==> src/hdl/cos_defines.vh <==
// Constants of the contact output selector: source codes, register map, reset values.
// Assumes inclusion by the selector module only, on a 20 MHz system clock.
//
// Operation
// - Exactly three independent contact outputs, each closed or open.
// - Defaults: out1 run normally-open, out2 remote normally-open, out3 alarm normally-closed.
// - Each output has selectable source and polarity; normally-closed inverts the result.
// - Asserted output closes its contact; closed means on, open means off.
// - Source none: open when normally-open, closed when normally-closed.
// - Run source: on while the product operates.
// - Remote source: on in contact remote mode, off in contact local mode.
// - Temperature ready source: on once preparation temperature is reached.
// - Stopping alarm source: on while an operation halting alarm is present.
// - Continuing alarm source: on while an alarm that lets operation continue is present.
// - General alarm source: on while any alarm is present.
// - Chosen alarm source: on while the selected alarm is raised.
// - Start timer source: on while an operation start timer is set.
// - Stop timer source: on while an operation stop timer is set.
// - Power recovery source: on while automatic restart after power loss is enabled.
// - Freeze protection source: on while anti-freezing is enabled.
// - Pass-through sources copy contact input 1 or 2, complemented when normally-closed.
// - Fluid filling source: on while automatic filling is in progress.
// - Fluid filling output follows its source even without filling hardware fitted.
`ifndef COS_DEFINES_VH
`define COS_DEFINES_VH

// Source select codes
`define COS_SRC_W 4
`define COS_SRC_NONE 4'h0
`define COS_SRC_RUN 4'h1
`define COS_SRC_REMOTE 4'h2
`define COS_SRC_TEMP_READY 4'h3
`define COS_SRC_STOP_ALARM 4'h4
`define COS_SRC_CONT_ALARM 4'h5
`define COS_SRC_GEN_ALARM 4'h6
`define COS_SRC_SEL_ALARM 4'h7
`define COS_SRC_START_TIMER 4'h8
`define COS_SRC_STOP_TIMER 4'h9
`define COS_SRC_PWR_RECOV 4'ha
`define COS_SRC_FREEZE 4'hb
`define COS_SRC_INPUT_ONE 4'hc
`define COS_SRC_INPUT_TWO 4'hd
`define COS_SRC_FILLING 4'he

// Register byte offsets
`define COS_REG_CFG1 12'h000
`define COS_REG_CFG2 12'h004
`define COS_REG_CFG3 12'h008
`define COS_REG_STATUS 12'h00c

// Configuration field layout: source in [3:0], normally-closed flag in bit 4
`define COS_CFG_SRC_LSB 0
`define COS_CFG_NC_BIT 4

// Reset values of the configuration registers
`define COS_CFG1_RST 5'h01
`define COS_CFG2_RST 5'h02
`define COS_CFG3_RST 5'h16

`endif

==> src/hdl/cos_contact_output_selector.v <==
// Contact output selector: three status-driven relay outputs with APB configuration.
// Assumes status inputs on the system clock except the two contact inputs, which are pins.
//
// Added by the designer: the APB register port and the register addresses.
`include "cos_defines.vh"
`default_nettype none

module cos_contact_output_selector #(
  parameter NUM_OUT = 3
) (
  input wire i_sys_clk,
  input wire i_sys_rst,
  input wire i_psel,
  input wire i_penable,
  input wire i_pwrite,
  input wire [11:0] i_paddr,
  input wire [31:0] i_pwdata,
  input wire [3:0] i_pstrb,
  output reg [31:0] o_prdata,
  output reg o_pready,
  output reg o_pslverr,
  input wire i_running,
  input wire i_contact_remote_mode,
  input wire i_temp_ready,
  input wire i_stopping_alarm_source,
  input wire i_continuing_alarm,
  input wire i_general_alarm_source,
  input wire i_chosen_alarm,
  input wire i_start_timer_source,
  input wire i_stop_timer_source,
  input wire i_power_recovery_en,
  input wire i_freeze_protect_en,
  input wire i_fluid_filling,
  input wire i_input_one_passthrough,
  input wire i_input_two_passthrough,
  output reg [NUM_OUT-1:0] o_contact_closed
);

  // ****************************************
  // Decoding
  // ****************************************
  function sel_status;
    input [`COS_SRC_W-1:0] src;
    input [13:0] st;
    begin
      case (src)
        `COS_SRC_NONE: sel_status = 1'b0;
        `COS_SRC_RUN: sel_status = st[0];
        `COS_SRC_REMOTE: sel_status = st[1];
        `COS_SRC_TEMP_READY: sel_status = st[2];
        `COS_SRC_STOP_ALARM: sel_status = st[3];
        `COS_SRC_CONT_ALARM: sel_status = st[4];
        `COS_SRC_GEN_ALARM: sel_status = st[5];
        `COS_SRC_SEL_ALARM: sel_status = st[6];
        `COS_SRC_START_TIMER: sel_status = st[7];
        `COS_SRC_STOP_TIMER: sel_status = st[8];
        `COS_SRC_PWR_RECOV: sel_status = st[9];
        `COS_SRC_FREEZE: sel_status = st[10];
        `COS_SRC_INPUT_ONE: sel_status = st[11];
        `COS_SRC_INPUT_TWO: sel_status = st[12];
        `COS_SRC_FILLING: sel_status = st[13];
        default: sel_status = 1'b0;
      endcase
    end
  endfunction

  // ****************************************
  // Pin synchronisers
  // ****************************************
  // Contact inputs are external pins; two flops before any use
  reg [1:0] in_meta_ff;
  reg [1:0] in_sync_ff;
  always @(posedge i_sys_clk or posedge i_sys_rst) begin
    if (i_sys_rst) begin
      in_meta_ff <= 2'h0;
      in_sync_ff <= 2'h0;
    end else begin
      in_meta_ff <= {i_input_two_passthrough, i_input_one_passthrough};
      in_sync_ff <= in_meta_ff;
    end
  end

  // Fluid filling is taken regardless of whether filling hardware exists
  wire [13:0] status_vec = {i_fluid_filling, in_sync_ff[1], in_sync_ff[0],
    i_freeze_protect_en, i_power_recovery_en, i_stop_timer_source,
    i_start_timer_source, i_chosen_alarm, i_general_alarm_source,
    i_continuing_alarm, i_stopping_alarm_source, i_temp_ready,
    i_contact_remote_mode, i_running};

  // ****************************************
  // Configuration registers
  // ****************************************
  reg [4:0] cfg_ff [0:NUM_OUT-1];
  wire apb_access = i_psel & i_penable;
  wire apb_wr = apb_access & i_pwrite & i_pstrb[0];
  wire addr_ok = (i_paddr == `COS_REG_CFG1) | (i_paddr == `COS_REG_CFG2) |
    (i_paddr == `COS_REG_CFG3) | (i_paddr == `COS_REG_STATUS);

  genvar g;
  generate
    for (g = 0; g < NUM_OUT; g = g + 1) begin : g_out
      wire [31:0] addr_sum = `COS_REG_CFG1 + g * 4;
      wire [11:0] my_addr = addr_sum[11:0];
      wire [`COS_SRC_W-1:0] src = cfg_ff[g][`COS_CFG_SRC_LSB +: `COS_SRC_W];
      wire nc = cfg_ff[g][`COS_CFG_NC_BIT];
      always @(posedge i_sys_clk or posedge i_sys_rst) begin
        if (i_sys_rst) begin
          // Defaults of the three documented outputs
          cfg_ff[g] <= (g == 0) ? `COS_CFG1_RST :
            (g == 1) ? `COS_CFG2_RST : `COS_CFG3_RST;
        end else if (apb_wr && !o_pready && i_paddr == my_addr) begin
          cfg_ff[g] <= i_pwdata[4:0];
        end
      end
      // Closed when the polarity-adjusted source is on; open under reset
      always @(posedge i_sys_clk or posedge i_sys_rst) begin
        if (i_sys_rst) begin
          o_contact_closed[g] <= 1'b0;
        end else begin
          o_contact_closed[g] <= sel_status(src, status_vec) ^ nc;
        end
      end
    end
  endgenerate

  // ****************************************
  // APB slave
  // ****************************************
  // One wait state: pready rises at the end of the first access cycle, stays high for one cycle, then drops
  reg [31:0] nxt_rdata;
  always @* begin
    nxt_rdata = 32'h0;
    case (i_paddr)
      `COS_REG_CFG1: nxt_rdata = {27'h0, cfg_ff[0]};
      `COS_REG_CFG2: nxt_rdata = {27'h0, cfg_ff[1]};
      `COS_REG_CFG3: nxt_rdata = {27'h0, cfg_ff[2]};
      `COS_REG_STATUS: nxt_rdata = {29'h0, o_contact_closed};
      default: nxt_rdata = 32'h0;
    endcase
  end

  always @(posedge i_sys_clk or posedge i_sys_rst) begin
    if (i_sys_rst) begin
      o_pready <= 1'b0;
      o_pslverr <= 1'b0;
      o_prdata <= 32'h0;
    end else if (apb_access && !o_pready) begin
      o_pready <= 1'b1;
      o_pslverr <= ~addr_ok;
      o_prdata <= i_pwrite ? 32'h0 : nxt_rdata;
    end else begin
      o_pready <= 1'b0;
      o_pslverr <= 1'b0;
    end
  end

endmodule // cos_contact_output_selector

`default_nettype wire

==> config.mk <==
export PLATFORM = sky130hd
export DESIGN_NAME = cos_contact_output_selector
export DESIGN_NICKNAME = d
export VERILOG_FILES = /design/src/hdl/cos_contact_output_selector.v
export VERILOG_INCLUDE_DIRS = /design/src /design/src/hdl
export SDC_FILE = /design/constraint.sdc
export NUM_CORES = 1
export LEC_CHECK = 0
export BUFFER_PORTS_ARGS = -buffer_cell sky130_fd_sc_hd__buf_2
export CAP_MARGIN = 20
export CORE_UTILIZATION = 42
export DETAILED_ROUTE_END_ITERATION = 10
export PLACE_DENSITY = 0.79
export SYNTH_ARGS = -nofsm -noshare
export SYNTH_HDL_FRONTEND = slang
export SYNTH_SLANG_ARGS = --single-unit
==> constraint.sdc <==
create_clock -name i_sys_clk -period 5.4 [get_ports i_sys_clk]
set_clock_uncertainty 0.05 [all_clocks]
set_input_delay 0.54 -clock i_sys_clk [delete_from_list [all_inputs] [get_ports i_sys_clk]]
set_output_delay 0.54 -clock i_sys_clk [all_outputs]
set_load 0.02 [all_outputs]
==> impl_metrics.toml, run 1 <==
[clock_tree]
cts_num_sinks = 29
post_cts_resized = 0
cts_tree = "yes"
clkTransAtPathRegs_ps = 60
cts-buffers-inserted = 5
clock_tree.buffer_depth = 2
clk_latency_ps = 280
h-tree-depth = 2
post-cts-setup-buffers = 0
ctsHoldBuffers = 0
clockRootBuffer = "clkbuf_8"

[sta]
rsz0062_at_grt = "false"
tns_ps = 0
worstMarginPinSlew_ps = 508
finalCritPeriodShare = 0.449
relSlewSlack = 0.659
hold_violations = 0
drv_slew = 0
min_period_ps = 2420
setup_violations = 0
max_freq_mhz = 413

[layout]
register_area_um2 = 732
fillers = 403
drive_gt1_frac = 0.414
diodes = 0
multi_input_area_um2 = 991
syn2layout_area_growth_pct = 14.7
fin_nets = 281

[grt]
grt_pass1_wl_mm = 6.30
grt_use_total = 0.189
gr-total-overflow = 0
grt_pass1_vias = 1271
grt_max_degree = 30
antenna_found_initial = 0

[synth]
syn_area_per_cell_um2 = 11.1
synth.area.top_cells = "dfrtp_1 32%, buf_4 11%, mux2_2 7.8%"
synth_area_leader_cell = "dfrtp_1"
yosysTopAreaCellShare = 0.321
ys_seq_area_frac = 0.391
synth-edff-count = 0
ys_types = 33
synth-seq-cells = 29
ys.flop_type = "dfrtp_1"
synth.most_common_cell = "buf_4"
ys_async_sr_fraction = 1.00
syn_inst = 168
synth_commonest_cells = "27 x buf_4, 24 x dfrtp_1, 14 x mux2i_1"
synth_area_um2 = 1870
ys.warnings.count = 0

[route]
drc = 0
ant_nets = 0
drt_iter0_markers = 43
wl_per_cell_um = 14.9
firstDrtPassIters = 4
routed_via_density = 5.17
wirelength_mm = 3.95
num_vias = 1369

[run_status]
status = "finished, final reports clean"

[placement]
detailed_place_hpwl_mm = 2.94
place_congestion = 0.828
portBuffers = 46

[critical_path]
worstPathRequired_ps = 5510
crit_path_start_kind = "primary input"
crit_slowest_cell = "or4_1"
crit_fanout = 5
slowest_delay_ps = 560
crit_chain = "buf_2 -> or4_1 -> nor4_4 -> nand4_2 -> nor3_2 -> mux2_2"
critPathKind = "primary input to flop"
crit_path_start = "i_paddr[9]"
timing.rr.start = "o_pready$_DFF_PP0_"
arrival_ps = 2540
end_kind = "flop"

[floorplan]
rows = 23
start_util = 0.452
die_w_um = 68.8
dieArea_um2 = 4730
ios = 104
core_um2 = 4140
die_h_um = 68.8

[power_and_ir_drop]
p_leak_nw = 1.03
powerDensity_nw_per_um2 = 207
irDropWorstVdd_mv = 0.157
total_power_mw = 0.445

[run]
maxCapViolCount = 0

[hold_path]
hold_path.class = "primary input to asynchronous set/reset pin"
-- metrics by stage --
stage	setup slack (ps)	utilization	hold WS (ps)	area (um^2)	cells
after floorplan	3010	-	281	1970	194
after detailed placement	2680	0.491	290	2030	256
after global placement	2730	0.491	282	2030	256
after CTS	2960	0.512	305	2120	264
final	2980	0.518	125	2150	265
after global routing	2880	0.518	146	2150	265
-- where the power goes --
part           internal [mW]  switching [mW]  total [mW]
Clock                 0.0886          0.0823       0.171
Sequential             0.220         0.00114       0.221
Combinational         0.0172          0.0359      0.0531
-- final cells by class --
type	instances	area share
well taps	50	0.0291
multi-input cells	126	0.461
flip-flops and latches	29	0.341
inverters	5	0.00874
clock buffers	5	0.0320
repair buffers	47	0.120
clock inverters	3	0.00815
-- final timing paths --
kind                                            to  slack [ps]  cells after the start
hold / removal              cfg_ff[12]$_DFFE_PP0P_         130                      2
hold reg to reg            in_sync_ff[0]$_DFF_PP0_         300                      0
max in group asynchronous   cfg_ff[10]$_DFFE_PP1P_        4700                      3
min in group i_sys_clk     in_sync_ff[0]$_DFF_PP0_         300                      0
setup reg to reg            cfg_ff[11]$_DFFE_PP0P_        3360                      5
setup / recovery            cfg_ff[11]$_DFFE_PP0P_        2980                      6
-- worst max-delay path, delay by kind of cell --
family | cells | cell delay (ps)
AND/OR/NAND/NOR | 4 | 1500
buffers and inverters | 1 | 90
multiplexers | 1 | 390
-- per-layer routing --
metal | GRT usage | part of all wire | up-vias
met5 | 0 | 0 | -
met4 | 0.0536 | 0.011 | 0
met3 | 0.0543 | 0.058 | 8
met2 | 0.310 | 0.52 | 58
met1 | 0.244 | 0.41 | 656
li1 | - | - | 647
-- registers in the layout, summed over array words and instances, names as in the netlist --
signal / count
cfg_ff: 15
o_prdata: 5
o_contact_closed: 3
in_meta_ff: 2
in_sync_ff: 2
o_pready: 1
o_pslverr: 1
-- kinds of logic after synthesis --
kind of cell    synth area share
simple gates               0.157
buf+inv                    0.132
mux                        0.237
flops                      0.391
compound gates            0.0668
xor+xnor                  0.0140
other cells              0.00200
-- cells in the final DEF (no fill, tap or decap), drive strengths merged, types with 3 or more instances in the layout --
| master | instances |
|---|---|
| buf | 47 |
| conb | 27 |
| dfrtp | 24 |
| mux2 | 15 |
| mux2i | 14 |
| nand2 | 10 |
| o21ai | 8 |
| nand3b | 6 |
| mux4 | 6 |
| inv | 5 |
| dfstp | 5 |
| clkbuf | 5 |
| nor2 | 4 |
| nand3 | 4 |
| nand2b | 3 |
| o211ai | 3 |
| a31o | 3 |
| o2111ai | 3 |
| xor2 | 3 |
No activity file was read; power rests on OpenSTA's default activity.
==> run 2, diff against run 1 <==
Settings changed: CORE_UTILIZATION 42 to 40.
Clock period 5.4 ns to 2.1 ns, I/O delays scaled along.
==> impl_metrics.toml, run 2 (synthesis gave the netlist of run 1 again) <==
[critical_path]
worst_r2r_path_depth = 5
crit_family = "simple AND/OR/NAND/NOR gates"
worstPathRequired_ps = 2220
arrival_ps = 2110
reg2reg_to = "cfg_ff[8]$_DFFE_PP0P_"
reg2reg_slack_ps = 140
crit_slowest_cell = "or4_1"
critPathKind = "primary input to flop"
crit_chain = "buf_2 -> or4_1 -> nor4_4 -> nand4_2 -> and2b_1 -> mux2_2"
crit_fanout = 5
timing.rr.start = "o_pready$_DFF_PP0_"
slowest_delay_ps = 560
critPathBufInv = 1
crit_path_start_kind = "primary input"
end_kind = "flop"
cp.depth = 6

[floorplan]
dieArea_um2 = 4960
die_w_um = 70.4
start_util = 0.424
core_um2 = 4410
rows = 24
ios = 104
die_h_um = 70.4

[layout]
final_common_cell = "buf_2"
reg_top3 = "cfg_ff x15, o_prdata x5, o_contact_closed x3"
diodes = 0
largest_reg_flops = 15
fin_nets = 289
syn2layout_area_growth_pct = 17.4
finish.utilization = 0.498
final_cell_mix = "46 x buf_2, 27 x conb_1, 24 x dfrtp_1, 14 x mux2i_1, 13 x mux2_2"
drive_gt1_frac = 0.414
fillers = 401
instances_no_fill = 274
regMostFlops = "cfg_ff"

[placement]
detailed_place_hpwl_mm = 3.03
portBuffers = 46
place_congestion = 0.822
placedCellCount = 264

[grt]
gr-total-overflow = 0
grt_max_degree = 30
antenna_found_initial = 0
grt_pass1_vias = 1396
grt_use_total = 0.173
grt_pass1_wl_mm = 6.51

[sta]
max_freq_mhz = 501
setup_violations = 0
holdWs_ps = 130
drv_slew = 0
rsz0062_at_grt = "false"
finalCritPeriodShare = 0.950
hold_violations = 0
min_period_ps = 1990

[power_and_ir_drop]
p_int_mw = 0.869
powerDensity_nw_per_um2 = 529
irDropWorstVdd_mv = 0.384
netSwitchingFraction = 0.253
combPwrFrac = 0.117
p_sw_mw = 0.294
p_leak_nw = 1.06
power_frac_seq = 0.489
clkPwrFrac = 0.394

[route]
drc = 0
drt_iter0_markers = 65
wl_per_cell_um = 14.4
ant_nets = 0
routed_via_density = 5.24
num_vias = 1437
wirelength_mm = 3.94
firstDrtPassIters = 4

[clock_tree]
clkTransAtPathRegs_ps = 60
cts-buffers-inserted = 5
h-tree-depth = 2
clk_latency_ps = 290
clock_tree.buffer_depth = 2
clockRootBuffer = "clkbuf_8"
cts_tree = "yes"
post-cts-setup-buffers = 0
cts_num_sinks = 29

[hold_path]
whs_path_depth = 2
hold_start = "i_pwdata[4]"
hold_path.class = "primary input to flop"
worstHoldEndpoint = "cfg_ff[4]$_DFFE_PP1P_"

[run_status]
status = "finished, final reports clean"

[run]
maxCapViolCount = 0
[run 2: cell types whose count changed in the layout (fill, tap and decap cells not counted)]
cell,previous run,this run
clkbuf_1,0,1
dlygate4sd3_1,0,3
buf_16,1,0
clkinv_2,2,0
clkbuf_8,5,6
clkinvlp_4,1,0
buf_4,0,6
[run 2: metrics by stage]
stage	setup TNS, ps	total power, mW	area, um^2	worst slack [ps]
2_1_floorplan	0	0.696	1970	38.0
3_3_place_gp	-1450	0.707	2080	-164
3_5_place_dp	-1830	0.710	2080	-195
4_1_cts	0	1.17	2200	90.8
5_1_grt	0	1.20	2200	39.2
6_report	0	1.16	2200	106
[run 2: routing by layer]
| metal | up-vias | part of all wire | GRT usage |
|---|---|---|---|
| met3 | 12 | 0.064 | 0.0390 |
| met2 | 72 | 0.49 | 0.290 |
| li1 | 659 | - | - |
| met5 | - | 0 | 0 |
| met4 | 0 | 0.022 | 0.0800 |
| met1 | 694 | 0.43 | 0.210 |
[run 2: layout make-up]
| cell class | instances | area (um^2) | area share |
|---|---|---|---|
| sequential | 29 | 732 | 0.333 |
| timing repair buffer | 55 | 305 | 0.139 |
| clock buffer | 7 | 86.3 | 0.0393 |
| tap | 52 | 65.1 | 0.0296 |
| inverter | 5 | 18.8 | 0.00854 |
| multi-input combinational | 126 | 991 | 0.451 |
[run 2: worst register-to-register path, cell delays in order (launching register included)]
cell and delay, ps:
dfrtp_1 370, or2_2 360, inv_1 130, nand4_2 180, and2b_1 390, mux2_2 370
[run 2: repair_timing]
action / 4_1_cts / 5_1_grt
setup endpoints to repair: 0 / 0
endpoints found under the hold margin: 26 / 0
gates resized for setup: 0 / 0
hold buffers: 3 / 0
[run 2: how the worst max path moves through the flow]
stage                                  endpoint       start
final                     cfg_ff[8]$_DFFE_PP0P_  i_paddr[9]
after global routing      cfg_ff[8]$_DFFE_PP0P_  i_paddr[9]
after CTS                 cfg_ff[8]$_DFFE_PP0P_  i_paddr[9]
after detailed placement  cfg_ff[8]$_DFFE_PP0P_  i_paddr[9]
after global placement    cfg_ff[8]$_DFFE_PP0P_  i_paddr[9]
after floorplan           cfg_ff[3]$_DFFE_PP0P_  i_paddr[9]
[run 2: power groups by stage]
| stage | clock (mW) | combinational (mW) | sequential [mW] |
|---|---|---|---|
| global placement | 0 | 0.129 | 0.578 |
| CTS | 0.468 | 0.136 | 0.569 |
| floorplan | 0 | 0.115 | 0.581 |
| global route | 0.486 | 0.148 | 0.569 |
| detailed placement | 0 | 0.132 | 0.578 |
| finish | 0.458 | 0.136 | 0.569 |
